--- src/hw/rnp_pkg.sv ---
// package for the radio network parameter bank: offsets, resets, ranges, types
package rnp_pkg;
  // register indices; the byte address is four times the index
  localparam logic [7:0] IX_BAND = 8'h00;
  localparam logic [7:0] IX_SLOTS = 8'h01;
  localparam logic [7:0] IX_BSIZE = 8'h02;
  localparam logic [7:0] IX_LEASE = 8'h03;
  localparam logic [7:0] IX_BCST = 8'h04;
  localparam logic [7:0] IX_ARQ = 8'h05;
  localparam logic [7:0] IX_DROP = 8'h06;
  localparam logic [7:0] IX_P2P = 8'h07;
  localparam logic [7:0] IX_REG = 8'h08;
  localparam logic [7:0] IX_NBP = 8'h09;
  localparam logic [7:0] IX_DEST = 8'h0a;
  localparam logic [7:0] IX_RELAY = 8'h0b;
  localparam logic [7:0] IX_NETID = 8'h0c;
  localparam logic [7:0] IX_HB = 8'h0d;
  localparam logic [7:0] IX_SYSID = 8'h0e;
  localparam logic [7:0] IX_ACK = 8'h0f;
  localparam logic [7:0] IX_RELINK = 8'h10;
  localparam logic [7:0] IX_FBC = 8'h11;
  localparam logic [7:0] IX_FBT = 8'h12;
  localparam logic [7:0] IX_MODE = 8'h13;
  localparam logic [7:0] IX_CMD = 8'h14;
  localparam logic [7:0] IX_STAT = 8'h15;
  localparam logic [7:0] IX_EVENT = 8'h16;
  localparam logic [7:0] IX_LAST = 8'h16;
  // reset values
  localparam logic [7:0] RST_BAND = 8'h00;
  localparam logic [7:0] RST_SLOTS = 8'h03;
  localparam logic [7:0] RST_BSIZE = 8'h28;
  localparam logic [7:0] RST_LEASE = 8'h02;
  localparam logic [7:0] RST_BCST = 8'h01;
  localparam logic [7:0] RST_ARQ = 8'h06;
  localparam logic [7:0] RST_DROP = 8'h0a;
  localparam logic [7:0] RST_P2P = 8'h64;
  localparam logic [7:0] RST_REG = 8'h32;
  localparam logic [7:0] RST_NBP = 8'h15;
  localparam logic [23:0] RST_DEST = 24'h000000;
  localparam logic [23:0] DEST_BCAST = 24'hffffff;
  localparam logic [7:0] RST_NETID = 8'hff;
  localparam logic [15:0] RST_HB = 16'hffff;
  // ranges
  localparam logic [7:0] NETID_MAX = 8'h3f;
  localparam logic [7:0] BAND_MAX = 8'h0d;
  localparam logic [7:0] BAND_AUTO = 8'hff;
  localparam logic [7:0] BAND_FAST = 8'h0c;
  localparam logic [7:0] SLOTS_MAX = 8'h08;
  localparam logic [7:0] BSIZE_MIN = 8'h06;
  localparam logic [7:0] BSIZE_MAX = 8'h69;
  localparam logic [7:0] BCST_MAX = 8'hfe;
  localparam logic [7:0] ARQ_INF = 8'hff;
  localparam logic [7:0] NBP_MIN = 8'h08;
  localparam logic [7:0] NBP_MAX = 8'h15;
  // device modes
  localparam logic [1:0] MODE_REMOTE = 2'h0;
  localparam logic [1:0] MODE_BASE = 2'h1;
  localparam logic [1:0] MODE_ROUTER = 2'h2;
  // command register bits
  localparam int CMD_SAVE = 0;
  localparam int CMD_BEACON = 1;
  localparam int CMD_SECOND = 2;
  localparam int CMD_HOP = 3;
  // timing
  localparam int CLK_HZ = 100_000_000;
  localparam int FAST_HOP_US = 6000;
  localparam int FAST_HOP_CYC = CLK_HZ / 1_000_000 * FAST_HOP_US;
  localparam int SEC_CYC_DEF = CLK_HZ;
  // band classes
  localparam logic [1:0] BC_24 = 2'h0;
  localparam logic [1:0] BC_15 = 2'h1;
  localparam logic [1:0] BC_5 = 2'h2;
  localparam logic [1:0] BC_AUTO = 2'h3;

  // stored parameter set
  typedef struct packed {
    logic [7:0] band;
    logic [7:0] slots;
    logic [7:0] bsize;
    logic [7:0] lease;
    logic [7:0] bcst;
    logic [7:0] arq;
    logic [7:0] drop;
    logic [7:0] p2p;
    logic [7:0] regto;
    logic [7:0] nbp;
    logic [23:0] dest;
    logic relay;
    logic [7:0] netid;
    logic [15:0] hb;
    logic [7:0] sysid;
    logic ack;
    logic [15:0] relink;
    logic [15:0] fbc;
    logic [7:0] fbt;
  } rnp_par_t;

  // radio events from the node logic (one-cycle pulses)
  typedef struct packed {
    logic linkup;
    logic beacon_miss;
    logic beacon_seen;
    logic child_msg;
    logic reply_rx;
    logic tx_start;
    logic sleep_pend;
  } rnp_evt_t;
endpackage : rnp_pkg

--- src/hw/rnp_bank.sv ---
// radio network parameter bank with APB slave and timing engines
//
// The APB register port was decided locally.
module rnp_bank #(
  parameter int SEC_CYC = rnp_pkg::SEC_CYC_DEF
) (
  // clock and reset
  input wire logic CORE_CLK,
  input wire logic NRST,
  // apb slave
  input wire logic PSEL,
  input wire logic PENABLE,
  input wire logic PWRITE,
  input wire logic [7:0] PADDR,
  input wire logic [31:0] PWDATA,
  output logic [31:0] PRDATA,
  output logic PREADY,
  output logic PSLVERR,
  // node events from the radio core
  input wire rnp_pkg::rnp_evt_t EVT,
  // derived controls to the radio core
  output logic [23:0] TX_DEST,
  output logic ACK_REQ,
  output logic HB_SEND,
  output logic RELINK,
  output logic WAKE,
  output logic BEACON,
  output logic FAST_MODE,
  output logic [7:0] EFF_BSIZE,
  output logic [7:0] EFF_SLOTS,
  output logic [7:0] TX_ATTEMPTS,
  output logic TX_UNLIMITED,
  output logic [7:0] BCST_REPEATS,
  output logic SLOT_HELD,
  output logic HIST_VALID,
  output logic REPLY_OK,
  output logic REPLY_FAIL,
  output logic [1:0] BAND_CLASS,
  output logic ACT_REMOTE
);

  typedef enum logic [2:0] {
    ST_INIT = 3'b001,
    ST_RUN = 3'b010,
    ST_FAST = 3'b100
  } rnp_st_t;

  typedef struct packed {
    rnp_st_t st;
    rnp_pkg::rnp_par_t par;
    rnp_pkg::rnp_par_t saved;
    logic [1:0] mode;
    logic [31:0] sec_cnt;
    logic [31:0] hop_cnt;
    logic [15:0] hb_cnt;
    logic [15:0] relink_cnt;
    logic relink_arm;
    logic [15:0] fast_left;
    logic [7:0] miss_cnt;
    logic [7:0] lease_cnt;
    logic [7:0] reg_cnt;
    logic [8:0] reply_cnt;
    logic reply_wait;
    logic [31:0] prdata;
    logic pready;
    logic pslverr;
    logic [23:0] tx_dest;
    logic hb_send;
    logic relink;
    logic wake;
    logic beacon;
    logic reply_ok;
    logic reply_fail;
  } rnp_state_t;

  rnp_state_t s_r;
  rnp_state_t s_nxt;

  // range check per register, shared by write path
  function automatic logic in_range(input logic [7:0] ix, input logic [15:0] v);
    logic ok;
    ok = 1'b1;
    case (ix)
      rnp_pkg::IX_BAND: ok = (v[7:0] <= rnp_pkg::BAND_MAX) || (v[7:0] == rnp_pkg::BAND_AUTO);
      rnp_pkg::IX_SLOTS: ok = (v[7:0] != 8'h00) && (v[7:0] <= rnp_pkg::SLOTS_MAX);
      rnp_pkg::IX_BSIZE: ok = (v[7:0] >= rnp_pkg::BSIZE_MIN) && (v[7:0] <= rnp_pkg::BSIZE_MAX);
      rnp_pkg::IX_LEASE: ok = (v[7:0] != 8'h00);
      rnp_pkg::IX_BCST: ok = (v[7:0] <= rnp_pkg::BCST_MAX);
      rnp_pkg::IX_ARQ: ok = (v[7:0] != 8'h00);
      rnp_pkg::IX_DROP: ok = (v[7:0] != 8'h00);
      rnp_pkg::IX_NBP: ok = (v[7:0] >= rnp_pkg::NBP_MIN) && (v[7:0] <= rnp_pkg::NBP_MAX);
      rnp_pkg::IX_RELAY: ok = (v[7:1] == 7'h00);
      rnp_pkg::IX_ACK: ok = (v[7:1] == 7'h00);
      default: ok = 1'b1;
    endcase
    return ok;
  endfunction : in_range

  // reset image of the parameter set
  function automatic rnp_pkg::rnp_par_t par_default();
    rnp_pkg::rnp_par_t p;
    p = '0;
    p.band = rnp_pkg::RST_BAND;
    p.slots = rnp_pkg::RST_SLOTS;
    p.bsize = rnp_pkg::RST_BSIZE;
    p.lease = rnp_pkg::RST_LEASE;
    p.bcst = rnp_pkg::RST_BCST;
    p.arq = rnp_pkg::RST_ARQ;
    p.drop = rnp_pkg::RST_DROP;
    p.p2p = rnp_pkg::RST_P2P;
    p.regto = rnp_pkg::RST_REG;
    p.nbp = rnp_pkg::RST_NBP;
    p.dest = rnp_pkg::RST_DEST;
    p.netid = rnp_pkg::RST_NETID;
    p.hb = rnp_pkg::RST_HB;
    return p;
  endfunction : par_default

  logic is_base;
  logic netid_ok;
  logic sys_ix;
  logic acc;
  logic wr;
  logic sec_tick;
  logic hop_tick;
  logic [31:0] hop_len;
  logic [31:0] rd;

  ////////////////////////////////////////////////////////////////////////////
  // next state
  always_comb begin
    s_nxt = s_r;
    is_base = (s_r.mode == rnp_pkg::MODE_BASE);
    netid_ok = (s_r.par.netid <= rnp_pkg::NETID_MAX);
    sys_ix = (PADDR[7:2] <= rnp_pkg::IX_NBP[5:0]) && (PADDR[7:2] != rnp_pkg::IX_BAND[5:0]);
    acc = PSEL && PENABLE;
    wr = acc && PWRITE;
    hop_len = (s_r.st == ST_FAST) ? 32'(rnp_pkg::FAST_HOP_CYC) : 32'(SEC_CYC);
    s_nxt.hb_send = 1'b0;
    s_nxt.relink = 1'b0;
    s_nxt.wake = 1'b0;
    s_nxt.beacon = 1'b0;
    s_nxt.reply_ok = 1'b0;
    s_nxt.reply_fail = 1'b0;
    s_nxt.pready = 1'b0;
    s_nxt.pslverr = 1'b0;
    // one-second divider; counts as a slow enable pulse
    sec_tick = (s_r.sec_cnt == 32'(SEC_CYC - 1));
    s_nxt.sec_cnt = sec_tick ? 32'h0 : s_r.sec_cnt + 32'h1;
    // burst hop divider, only active in burst mode
    hop_tick = (s_r.st == ST_FAST) && (s_r.hop_cnt >= hop_len - 32'h1);
    s_nxt.hop_cnt = (hop_tick || s_r.st != ST_FAST) ? 32'h0 : s_r.hop_cnt + 32'h1;

    case (s_r.st)
      ST_INIT: begin
        // startup fixups once the strapped mode is held
        if (is_base && s_r.par.dest == rnp_pkg::RST_DEST) begin
          s_nxt.par.dest = rnp_pkg::DEST_BCAST;
        end
        if (is_base && !netid_ok) begin
          s_nxt.par.netid = 8'h00;
        end
        s_nxt.st = (is_base && s_r.par.fbc != 16'h0000) ? ST_FAST : ST_RUN;
        s_nxt.fast_left = s_r.par.fbc;
      end
      ST_RUN: begin
        if (is_base && s_r.par.fbt != 8'h00) begin
          s_nxt.par.fbt = 8'h00;
          if (s_r.par.fbc != 16'h0000) begin
            s_nxt.st = ST_FAST;
            s_nxt.fast_left = s_r.par.fbc;
          end
        end
      end
      ST_FAST: begin
        // each 6 ms beacon takes one from the shared count
        if (hop_tick) begin
          s_nxt.beacon = is_base;
          s_nxt.fast_left = s_r.fast_left - 16'h1;
          if (s_r.fast_left == 16'h0001) begin
            s_nxt.st = ST_RUN;
          end
        end
        if (is_base && s_r.par.fbt != 8'h00) begin
          s_nxt.par.fbt = 8'h00;
        end
      end
      default: s_nxt.st = ST_INIT;
    endcase

    // heartbeats: zero none, all ones linkup only, else periodic
    if (EVT.linkup && s_r.par.hb != 16'h0000) begin
      s_nxt.hb_send = 1'b1;
      s_nxt.hb_cnt = 16'h0;
    end else if (sec_tick && s_r.par.hb != 16'h0000 && s_r.par.hb != rnp_pkg::RST_HB) begin
      s_nxt.hb_cnt = s_r.hb_cnt + 16'h1;
      if (s_r.hb_cnt + 16'h1 >= s_r.par.hb) begin
        s_nxt.hb_send = 1'b1;
        s_nxt.hb_cnt = 16'h0;
      end
    end

    // sleep relink timer, armed by sleep with pending queue
    if (EVT.sleep_pend && s_r.par.relink != 16'h0000) begin
      s_nxt.relink_arm = 1'b1;
      s_nxt.relink_cnt = 16'h0;
    end else if (s_r.relink_arm && sec_tick) begin
      s_nxt.relink_cnt = s_r.relink_cnt + 16'h1;
      if (s_r.relink_cnt + 16'h1 >= s_r.par.relink) begin
        s_nxt.wake = 1'b1;
        s_nxt.relink_arm = 1'b0;
      end
    end

    // missed beacon counter for remotes
    if (EVT.beacon_seen) begin
      s_nxt.miss_cnt = 8'h00;
    end else if (EVT.beacon_miss && !is_base) begin
      s_nxt.miss_cnt = s_r.miss_cnt + 8'h1;
      if (s_r.miss_cnt + 8'h1 >= s_r.par.drop) begin
        s_nxt.relink = 1'b1;
        s_nxt.miss_cnt = 8'h00;
      end
    end

    // slot lease and child history timers count hops without contact
    if (EVT.child_msg) begin
      s_nxt.lease_cnt = s_r.par.lease;
      s_nxt.reg_cnt = s_r.par.regto;
    end else if (EVT.beacon_seen || s_nxt.beacon) begin
      if (s_r.lease_cnt != 8'h00) s_nxt.lease_cnt = s_r.lease_cnt - 8'h1;
      if (s_r.reg_cnt != 8'h00) s_nxt.reg_cnt = s_r.reg_cnt - 8'h1;
    end

    // peer reply timeout; hop pairs when relaying, late replies dropped
    if (EVT.tx_start && s_r.par.ack) begin
      s_nxt.reply_wait = 1'b1;
      s_nxt.reply_cnt = s_r.par.relay ? {s_r.par.p2p, 1'b0} : {1'b0, s_r.par.p2p};
    end else if (s_r.reply_wait) begin
      if (EVT.reply_rx) begin
        s_nxt.reply_ok = 1'b1;
        s_nxt.reply_wait = 1'b0;
      end else if (s_r.reply_cnt == 9'h000) begin
        s_nxt.reply_fail = 1'b1;
        s_nxt.reply_wait = 1'b0;
      end else if (EVT.beacon_seen) begin
        s_nxt.reply_cnt = s_r.reply_cnt - 9'h1;
      end
    end

    // register read mux
    rd = 32'h0;
    case (PADDR[7:2])
      rnp_pkg::IX_BAND[5:0]: rd = {24'h0, s_r.par.band};
      rnp_pkg::IX_SLOTS[5:0]: rd = {24'h0, s_r.par.slots};
      rnp_pkg::IX_BSIZE[5:0]: rd = {24'h0, s_r.par.bsize};
      rnp_pkg::IX_LEASE[5:0]: rd = {24'h0, s_r.par.lease};
      rnp_pkg::IX_BCST[5:0]: rd = {24'h0, s_r.par.bcst};
      rnp_pkg::IX_ARQ[5:0]: rd = {24'h0, s_r.par.arq};
      rnp_pkg::IX_DROP[5:0]: rd = {24'h0, s_r.par.drop};
      rnp_pkg::IX_P2P[5:0]: rd = {24'h0, s_r.par.p2p};
      rnp_pkg::IX_REG[5:0]: rd = {24'h0, s_r.par.regto};
      rnp_pkg::IX_NBP[5:0]: rd = {24'h0, s_r.par.nbp};
      rnp_pkg::IX_DEST[5:0]: rd = {8'h0, s_r.par.dest};
      rnp_pkg::IX_RELAY[5:0]: rd = {31'h0, s_r.par.relay};
      rnp_pkg::IX_NETID[5:0]: rd = {24'h0, s_r.par.netid};
      rnp_pkg::IX_HB[5:0]: rd = {16'h0, s_r.par.hb};
      rnp_pkg::IX_SYSID[5:0]: rd = {24'h0, s_r.par.sysid};
      rnp_pkg::IX_ACK[5:0]: rd = {31'h0, s_r.par.ack};
      rnp_pkg::IX_RELINK[5:0]: rd = {16'h0, s_r.par.relink};
      rnp_pkg::IX_FBC[5:0]: rd = {16'h0, s_r.par.fbc};
      rnp_pkg::IX_FBT[5:0]: rd = {24'h0, s_r.par.fbt};
      rnp_pkg::IX_MODE[5:0]: rd = {30'h0, s_r.mode};
      rnp_pkg::IX_STAT[5:0]: rd = {13'h0, s_r.st, s_r.fast_left};
      rnp_pkg::IX_EVENT[5:0]: rd = {16'h0, s_r.miss_cnt, s_r.lease_cnt};
      default: rd = 32'h0;
    endcase

    // apb access phase: one wait state, answer in the following cycle
    if (acc && !s_r.pready) begin
      s_nxt.pready = 1'b1;
      s_nxt.prdata = rd;
      if (PADDR[7:2] > rnp_pkg::IX_LAST[5:0] || PADDR[1:0] != 2'b00) begin
        s_nxt.pslverr = 1'b1;
      end else if (wr) begin
        if (!in_range({2'b00, PADDR[7:2]}, PWDATA[15:0]) || PWDATA[31:24] != 8'h00 ||
            (PWDATA[23:16] != 8'h00 && PADDR[7:2] != rnp_pkg::IX_DEST[5:0])) begin
          s_nxt.pslverr = 1'b1;
        end else if (sys_ix && !is_base) begin
          s_nxt.pslverr = 1'b1;
        end else begin
          case (PADDR[7:2])
            rnp_pkg::IX_BAND[5:0]: s_nxt.par.band = PWDATA[7:0];
            rnp_pkg::IX_SLOTS[5:0]: s_nxt.par.slots = PWDATA[7:0];
            rnp_pkg::IX_BSIZE[5:0]: s_nxt.par.bsize = PWDATA[7:0];
            rnp_pkg::IX_LEASE[5:0]: s_nxt.par.lease = PWDATA[7:0];
            rnp_pkg::IX_BCST[5:0]: s_nxt.par.bcst = PWDATA[7:0];
            rnp_pkg::IX_ARQ[5:0]: s_nxt.par.arq = PWDATA[7:0];
            rnp_pkg::IX_DROP[5:0]: s_nxt.par.drop = PWDATA[7:0];
            rnp_pkg::IX_P2P[5:0]: s_nxt.par.p2p = PWDATA[7:0];
            rnp_pkg::IX_REG[5:0]: s_nxt.par.regto = PWDATA[7:0];
            rnp_pkg::IX_NBP[5:0]: s_nxt.par.nbp = PWDATA[7:0];
            rnp_pkg::IX_DEST[5:0]: s_nxt.par.dest = PWDATA[23:0];
            rnp_pkg::IX_RELAY[5:0]: s_nxt.par.relay = PWDATA[0];
            // base clamps invalid id, others keep it and a router falls back
            rnp_pkg::IX_NETID[5:0]: s_nxt.par.netid =
              (is_base && PWDATA[7:0] > rnp_pkg::NETID_MAX) ? 8'h00 : PWDATA[7:0];
            rnp_pkg::IX_HB[5:0]: s_nxt.par.hb = PWDATA[15:0];
            rnp_pkg::IX_SYSID[5:0]: s_nxt.par.sysid = PWDATA[7:0];
            rnp_pkg::IX_ACK[5:0]: s_nxt.par.ack = PWDATA[0];
            rnp_pkg::IX_RELINK[5:0]: s_nxt.par.relink = PWDATA[15:0];
            rnp_pkg::IX_FBC[5:0]: s_nxt.par.fbc = PWDATA[15:0];
            rnp_pkg::IX_FBT[5:0]: s_nxt.par.fbt = PWDATA[7:0];
            // mode writes are accepted but change nothing; mode keeps its reset value
            rnp_pkg::IX_MODE[5:0]: s_nxt.saved.netid = s_r.saved.netid;
            rnp_pkg::IX_CMD[5:0]: begin
              if (PWDATA[rnp_pkg::CMD_SAVE]) s_nxt.saved = s_r.par;
            end
            default: s_nxt.pslverr = 1'b1;
          endcase
        end
      end
    end

    // outputs derived from the live set
    s_nxt.tx_dest = s_nxt.par.dest;
  end

  ////////////////////////////////////////////////////////////////////////////
  // state register; the saved image stands in for nonvolatile storage
  always_ff @(posedge CORE_CLK or negedge NRST) begin
    if (!NRST) begin
      s_r <= '0;
      s_r.st <= ST_INIT;
      s_r.par <= par_default();
      s_r.saved <= par_default();
      s_r.mode <= rnp_pkg::MODE_REMOTE;
      s_r.tx_dest <= rnp_pkg::RST_DEST;
    end else begin
      s_r <= s_nxt;
    end
  end

  ////////////////////////////////////////////////////////////////////////////
  // output assignments, all straight from the state register
  assign PRDATA = s_r.prdata;
  assign PREADY = s_r.pready;
  assign PSLVERR = s_r.pslverr;
  assign TX_DEST = s_r.tx_dest;
  assign ACK_REQ = s_r.par.ack;
  assign HB_SEND = s_r.hb_send;
  assign RELINK = s_r.relink;
  assign WAKE = s_r.wake;
  assign BEACON = s_r.beacon;
  assign FAST_MODE = s_r.st[2];
  assign EFF_BSIZE = s_r.st[2] ? 8'h00 : s_r.par.bsize;
  assign EFF_SLOTS = s_r.st[2] ? 8'h01 : s_r.par.slots;
  assign TX_ATTEMPTS = s_r.par.arq;
  assign TX_UNLIMITED = (s_r.par.arq == rnp_pkg::ARQ_INF);
  assign BCST_REPEATS = (s_r.par.bcst == 8'h00) ? s_r.par.arq : s_r.par.bcst;
  assign SLOT_HELD = (s_r.lease_cnt != 8'h00);
  assign HIST_VALID = (s_r.reg_cnt != 8'h00);
  assign REPLY_OK = s_r.reply_ok;
  assign REPLY_FAIL = s_r.reply_fail;
  assign BAND_CLASS = (s_r.par.band == rnp_pkg::BAND_AUTO) ? rnp_pkg::BC_AUTO :
    (s_r.par.band >= rnp_pkg::BAND_FAST) ? rnp_pkg::BC_5 :
    (s_r.par.band == 8'h00) ? rnp_pkg::BC_24 : rnp_pkg::BC_15;
  assign ACT_REMOTE = (s_r.mode == rnp_pkg::MODE_REMOTE) ||
    ((s_r.mode == rnp_pkg::MODE_ROUTER) && (s_r.par.netid > rnp_pkg::NETID_MAX));

endmodule : rnp_bank

--- config.mk ---
export PLATFORM = sky130hd
export DESIGN_NAME = rnp_bank
export DESIGN_NICKNAME = d
export VERILOG_FILES = /design/src/hw/rnp_pkg.sv /design/src/hw/rnp_bank.sv
export SDC_FILE = /design/constraint.sdc
export NUM_CORES = 1
export LEC_CHECK = 0
export ABC_AREA = 1
export BUFFER_PORTS_ARGS = -buffer_cell sky130_fd_sc_hd__buf_2
export CORE_ASPECT_RATIO = 0.6
export CORE_UTILIZATION = 39
export CTS_BUF_LIST = sky130_fd_sc_hd__clkbuf_4 sky130_fd_sc_hd__clkbuf_8
export CTS_CLUSTER_DIAMETER = 200
export CTS_CLUSTER_SIZE = 28
export DETAILED_ROUTE_END_ITERATION = 16
export GPL_ROUTABILITY_DRIVEN = 0
export GPL_TIMING_DRIVEN = 0
export SYNTH_ARGS = -nofsm -noshare
export SYNTH_HDL_FRONTEND = slang
export SYNTH_SLANG_ARGS = --single-unit
--- constraint.sdc ---
create_clock -name CORE_CLK -period 2.4 [get_ports CORE_CLK]
set_input_delay 0.12 -clock CORE_CLK [delete_from_list [all_inputs] [get_ports CORE_CLK]]
set_output_delay 0.12 -clock CORE_CLK [all_outputs]
set_load 0.005 [all_outputs]
Word-level counts from Yosys, hierarchy flattened:

Index checks and enable logic that the tools add are counted.

* word-level logic and storage cells: 278
* input port bits: 52
* output and inout port bits: 104
* bits in registers: 537

* $lt $le $gt $ge: 14
* multiplexer cells: 78
* eq/ne operators: 38
* add/sub/neg operators: 10
* bitwise operators: 4
* reductions and logical operators: 76

Operators with widths (count)
* 276-bit two-way mux: 5
* 24-bit one-hot mux with 21 select lines: 1
* 178-bit two-way mux: 1
* 16-bit two-way mux: 9
* 6-bit AND reduction: 19
* 105-bit two-way mux: 1
* 8-bit two-way mux: 12
* 65-bit two-way mux: 1
* 32-bit by 1-bit adder with 32-bit output (second input constant): 2
* 32-bit two-way mux: 2
* 6-bit by 4-bit == test with 1-bit output (second input constant): 8
* 16-bit nonzero test: 3
* 6-bit by 5-bit == test with 1-bit output (second input constant): 7
* 8-bit nonzero test: 5
* 9-bit two-way mux: 4
* 17-bit two-way mux: 2
* 16-bit by 1-bit adder with 16-bit output (second input constant): 2
* 32-bit by 27-bit == test with 1-bit output (second input constant): 1
* 16-bit greater-or-equal comparator: 2
* 32-bit greater-or-equal comparator: 1
* 16-bit one-hot mux with 2 select lines: 1
* 27-bit by 1-bit subtractor with 28-bit output (second input constant): 1
* 27-bit two-way mux: 1
* 1-bit two-way mux: 26
* other kinds (49): 103

Logic depth before layout (Yosys ltp):

* word-level depth: 13
* gate-level depth with buffers: 18
* mapped depth without buffers: 17

Least setup slack after synthesis:

OpenSTA, ideal clock, no wires.

* path kind: register -> register
* start: reg s_r[131] (netlist bit)
* end: reg s_r[135] (netlist bit)
* setup time: 66 ps
* path slack: -251 ps
* required time: 2334 ps
* buffers on the path: 1
* arrival time: 2585 ps
* stages on the path, launching flop included: 19
* clock period less this slack: 2651 ps
* cell sequence: dfrtp_1 > nand3_1 > nor3_1 > nand2_1 > nor2_1 > nand2_1 > xor2_1 > inv_1 > ha_1 > nand2_1 > inv_1 > o21ai_0 > a21oi_1 > nor2_1 > nand3_1 > inv_1 > clkbuf_1 > nand3_1 > nand2_1

* cells in the longest elaborated chain, start to end: 5

RTL lines
* start, declared: line rnp_bank.sv:76 `rnp_state_t s_r;`
* start signal, assigned: line rnp_bank.sv:340 `s_r <= s_nxt;`
* 16-bit by 1-bit adder with 16-bit output *: line rnp_bank.sv:196, rnp_bank.sv:197
* 16-bit greater-or-equal comparator: line rnp_bank.sv:197 `if (s_r.hb_cnt + 16'h1 >= s_r.par.hb) begin`
* 16-bit two-way mux *: line rnp_bank.sv:197
* 16-bit two-way mux *: line rnp_bank.sv:195 `end else if (sec_tick && s_r.par.hb != 16'h0000 && s_r.par.hb != rnp_pkg::RST_HB) begin`
* 16-bit two-way mux *: line rnp_bank.sv:192 `if (EVT.linkup && s_r.par.hb != 16'h0000) begin`

Mark *: on every way between the ends. The rest lies on a longest branch, timed or not. The select of a mux whose other input is x is not followed.
A chain may end at the register's enable or synchronous reset.

Final worst setup path:

* start: reg s_r[132] (netlist bit)
* end: reg s_r[136] (netlist bit)

The elaborated chain is that of the path after synthesis.

==> results by group <==
Worst setup path
  • Top delay family on crit path: simple AND/OR/NAND/NOR gates
  • Most used cell, CP: nand3_2
  • Crit-path slowest cell: dfrtp_1
  • Arrival @ worst endpoint: 3.29 ns
  • Crit-path max FO: 5
  • Crit. End Element: flip-flop
  • Critical path, cell by cell: nand3_2, nor3_4, buf_4, and3_1, xor2_1, inv_1, ha_1, a21oi_1, o21ai_0, nor2_1, nand3_2, inv_4, clkbuf_16, nand3_2, nand2_1
  • CP startpoint kind: flip-flop
  • CP Class: reg -> reg
  • Crit path buf inv count: 4
  • Maximum single-stage delay on the critical path: 0.47 ns
  • CP required: 2.95 ns

Route
  • Starting DRT DRC Count: 2282
  • Vias per inst: 5.35
  • WL per Instance: 19.1 microns
  • Vias after detailed routing: 16936
  • Post-DRT Antenna Nets: 0
  • Final WL: 60.5 mm
  • Drt first pass iters: 7
  • DRC Markers: 0

Global route
  • GR Util met1: 39.7%
  • Vias in the first global route: 15795
  • GRT overflow: 0
  • Largest net degree at the start of global routing: 95
  • GRT Overall Usage: 25.4%
  • GRT Max-Usage Layer: met1
  • Initial antenna violation count: 3
  • First-pass GRT wire length: 92.6 mm
  • Met2 Resource Use GR: 34.0%
  • Met3 global-route usage: 7.98%

Die
  • Die area: 47000 sq um
  • Overall die width: 279 microns
  • Rows: 60
  • Core area: 45100 sq um
  • Starting Density: 39.9%
  • Height of the die: 168 microns
  • IO Count: 156

Cells and area
  • Diodes inserted: 0
  • Final nets: 2639
  • Area growth syn-to-layout: 18.1%
  • Layout cells sized above 1: 21.0%
  • Final Util: 47.1%
  • Most common cell after layout, fill and taps aside: nand2_1
  • Commonest non-fill, non-tap cells in the layout: 571 x nand2_1, 279 x dfrtp_1, 236 x inv_1

Pwr
  • P_sw: 2250 uW
  • Combinational share of power: 7.0%
  • Switch share: 25.9%
  • Pwr/cell area: 409 nW/um^2
  • Clock power frac: 29.1%
  • Reg power frac: 63.9%
  • Leak pwr: 0.0108 uW
  • VDD IR-drop max: 0.410 mV
  • Int Power: 6430 uW

Synthesis
  • Share of the synthesized area in the top cell type: 39.2%
  • Post-synth cell types: 49
  • Mean post-synth cell area: 7.90 sq um
  • Synthesized flop and latch total: 326
  • Post-synthesis sequential area ratio: 45.7%
  • Dominant cell type by area after synthesis: dfrtp_1
  • Post-synth EDFFs: 0
  • Mapped Cells: 2275
  • Warning count from the yosys run: 0
  • Top_reg_cell synth: dfrtp_1
  • Post-synth ARST share: 100%
  • Mapped Area: 18000 sq um
  • Top post-synthesis cells by area: dfrtp_1 39%, nand2_1 12%, dfstp_2 6.4%

STA
  • Final period util: 114%
  • Slew @ Worst Pin: 1.02 ns
  • Final Hold Fails: 0
  • Rel. slew slack: 31.9%
  • F_max: 364 MHz
  • Pins Over Slew Limit: 0
  • RSZ-0062 raised after global routing: yes
  • Setup Skew: 0.0444 ns
  • Worst Hold Slack: 0.0497 ns
  • Final worst slack: -0.346 ns
  • Minimum clock period: 2.75 ns
  • # setup viols final: 19

Placed design
  • I/O Buffers: 144
  • Hpwl dp: 45.6 mm

Run status
  • Violated checks: negative setup slack
  • Outcome: complete, but fails checks

Clock tree
  • Clock latency on the worst-skew pair: 0.63 ns
  • CTS Root Cell: clkbuf_8
  • Clock Sinks: 326
  • CTS clk-pin slew, worst paths: 0.20 ns
  • CTS Buf Count: 15
  • CTS tree: yes
  • H-tree depth: 1
  • Max clock buf depth: 3

Min path
  • Type of the worst min-delay path: in -> reg

Run
  • Max-cap violations: 0
[timing repair]
action	CTS	global route
resized for setup	53	82
cloned	1	0
pin swaps	32	35
endpoints found under the hold margin	193	0
setup endpoints to repair	90	111
buffers inserted	42	17
hold buffers	32	0
[worst min-delay path: cells and delay by family]
| family | cells | cell delay (ns) |
|---|---|---|
| buf+inv | 2 | 0.36 |
| simple gates | 2 | 0.18 |
[area by class of cell]
type | instances | area [sq um]
Fill cell | 4448 | 23900
Sequential cell | 326 | 8220
Multi-Input combinational cell | 1477 | 8130
Timing Repair Buffer | 239 | 1610
Buffer | 222 | 1250
Inverter | 259 | 980
Tap cell | 620 | 776
Clock buffer | 23 | 267
Clock inverter | 1 | 11.3
[Yosys cell counts (5+ instances only)]
cell       count
xor2_1        54
nand2_1      578
nand4_2        6
ha_1          47
nor2_1       158
dfrtp_1      282
a21oi_1       59
o22ai_1       24
o2111ai_1     11
a22oi_1        9
a22o_1         7
clkbuf_1     101
o2bb2ai_1      6
buf_4         97
nor2_2         6
nor3_1        47
dfstp_2       44
inv_2         11
inv_1        248
nor4_1        24
xnor2_1        5
o211ai_1       9
buf_2         21
o21ai_0       92
nand3_1      129
nand4_1      150
nor2_4         5
[sequential cells by signal, summed over array words and instances, names as in the netlist, 8 cells and up]
signal,count
PRDATA,24
TX_ATTEMPTS,8
TX_DEST,24
s_r,262
[metal layers]
metal | wire [microns] | vias to the layer above
li1 | - | 7862
met1 | 28100 | 8185
met2 | 23900 | 831
met3 | 7640 | 58
met4 | 835 | 0
met5 | 0 | -
[cells by family (layout without fill, tap and decap cells)]
family / after synthesis / after routing / share of synthesized area, %
buffers and inverters: 481 / 744 / 12.2
adders and majority gates: 47 / 47 / 3.27
other: 2 / 11 / 0.0418
xor gates and xnor gates: 59 / 59 / 2.87
DFF: 326 / 326 / 45.7
and+or+nand+nor: 1120 / 1120 / 28.0
AOI/OAI and AO/OA: 238 / 238 / 7.84
muxes: 2 / 2 / 0.118
[path summary, 6_finish.rpt]
check | startpoint | end | slack, ns | depth (start not counted)
min in group asynchronous | NRST | PRDATA[11] | 0.48 | 3
max in group asynchronous | NRST | s_r[124] | 0.60 | 4
max | s_r[132] | s_r[136] | -0.35 | 15
min reg2reg | s_r[516] | s_r[516] | 0.45 | 1
min | PWDATA[2] | s_r[417] | 0.05 | 4
max reg2reg | s_r[132] | s_r[136] | -0.35 | 15
[per-stage QoR]
step / power (uW) / setup slack (ns) / TNS (ns) / cell area, sq um / std cells
finish: 8680 / -0.346 / -5.70 / 21200 / 3167
global route: 8980 / -0.492 / -9.02 / 21200 / 3167
CTS: 8750 / -0.261 / -4.19 / 20800 / 3150
detailed placement: 6190 / -0.614 / -40.07 / 19700 / 3051
global placement: 6170 / -5.20 / -1617.91 / 19600 / 3048
floorplan: 5880 / -0.0696 / -0.685 / 18100 / 2284
[power by group through the flow]
stage | sequential (uW) | combinational, uW | clock [uW]
final | 5550 | 607 | 2530
after global routing | 5550 | 669 | 2760
after CTS | 5540 | 597 | 2610
after detailed placement | 5640 | 551 | 0
after global placement | 5640 | 525 | 0
after floorplan | 5640 | 237 | 0
Power figures use the tool's default switching activity.
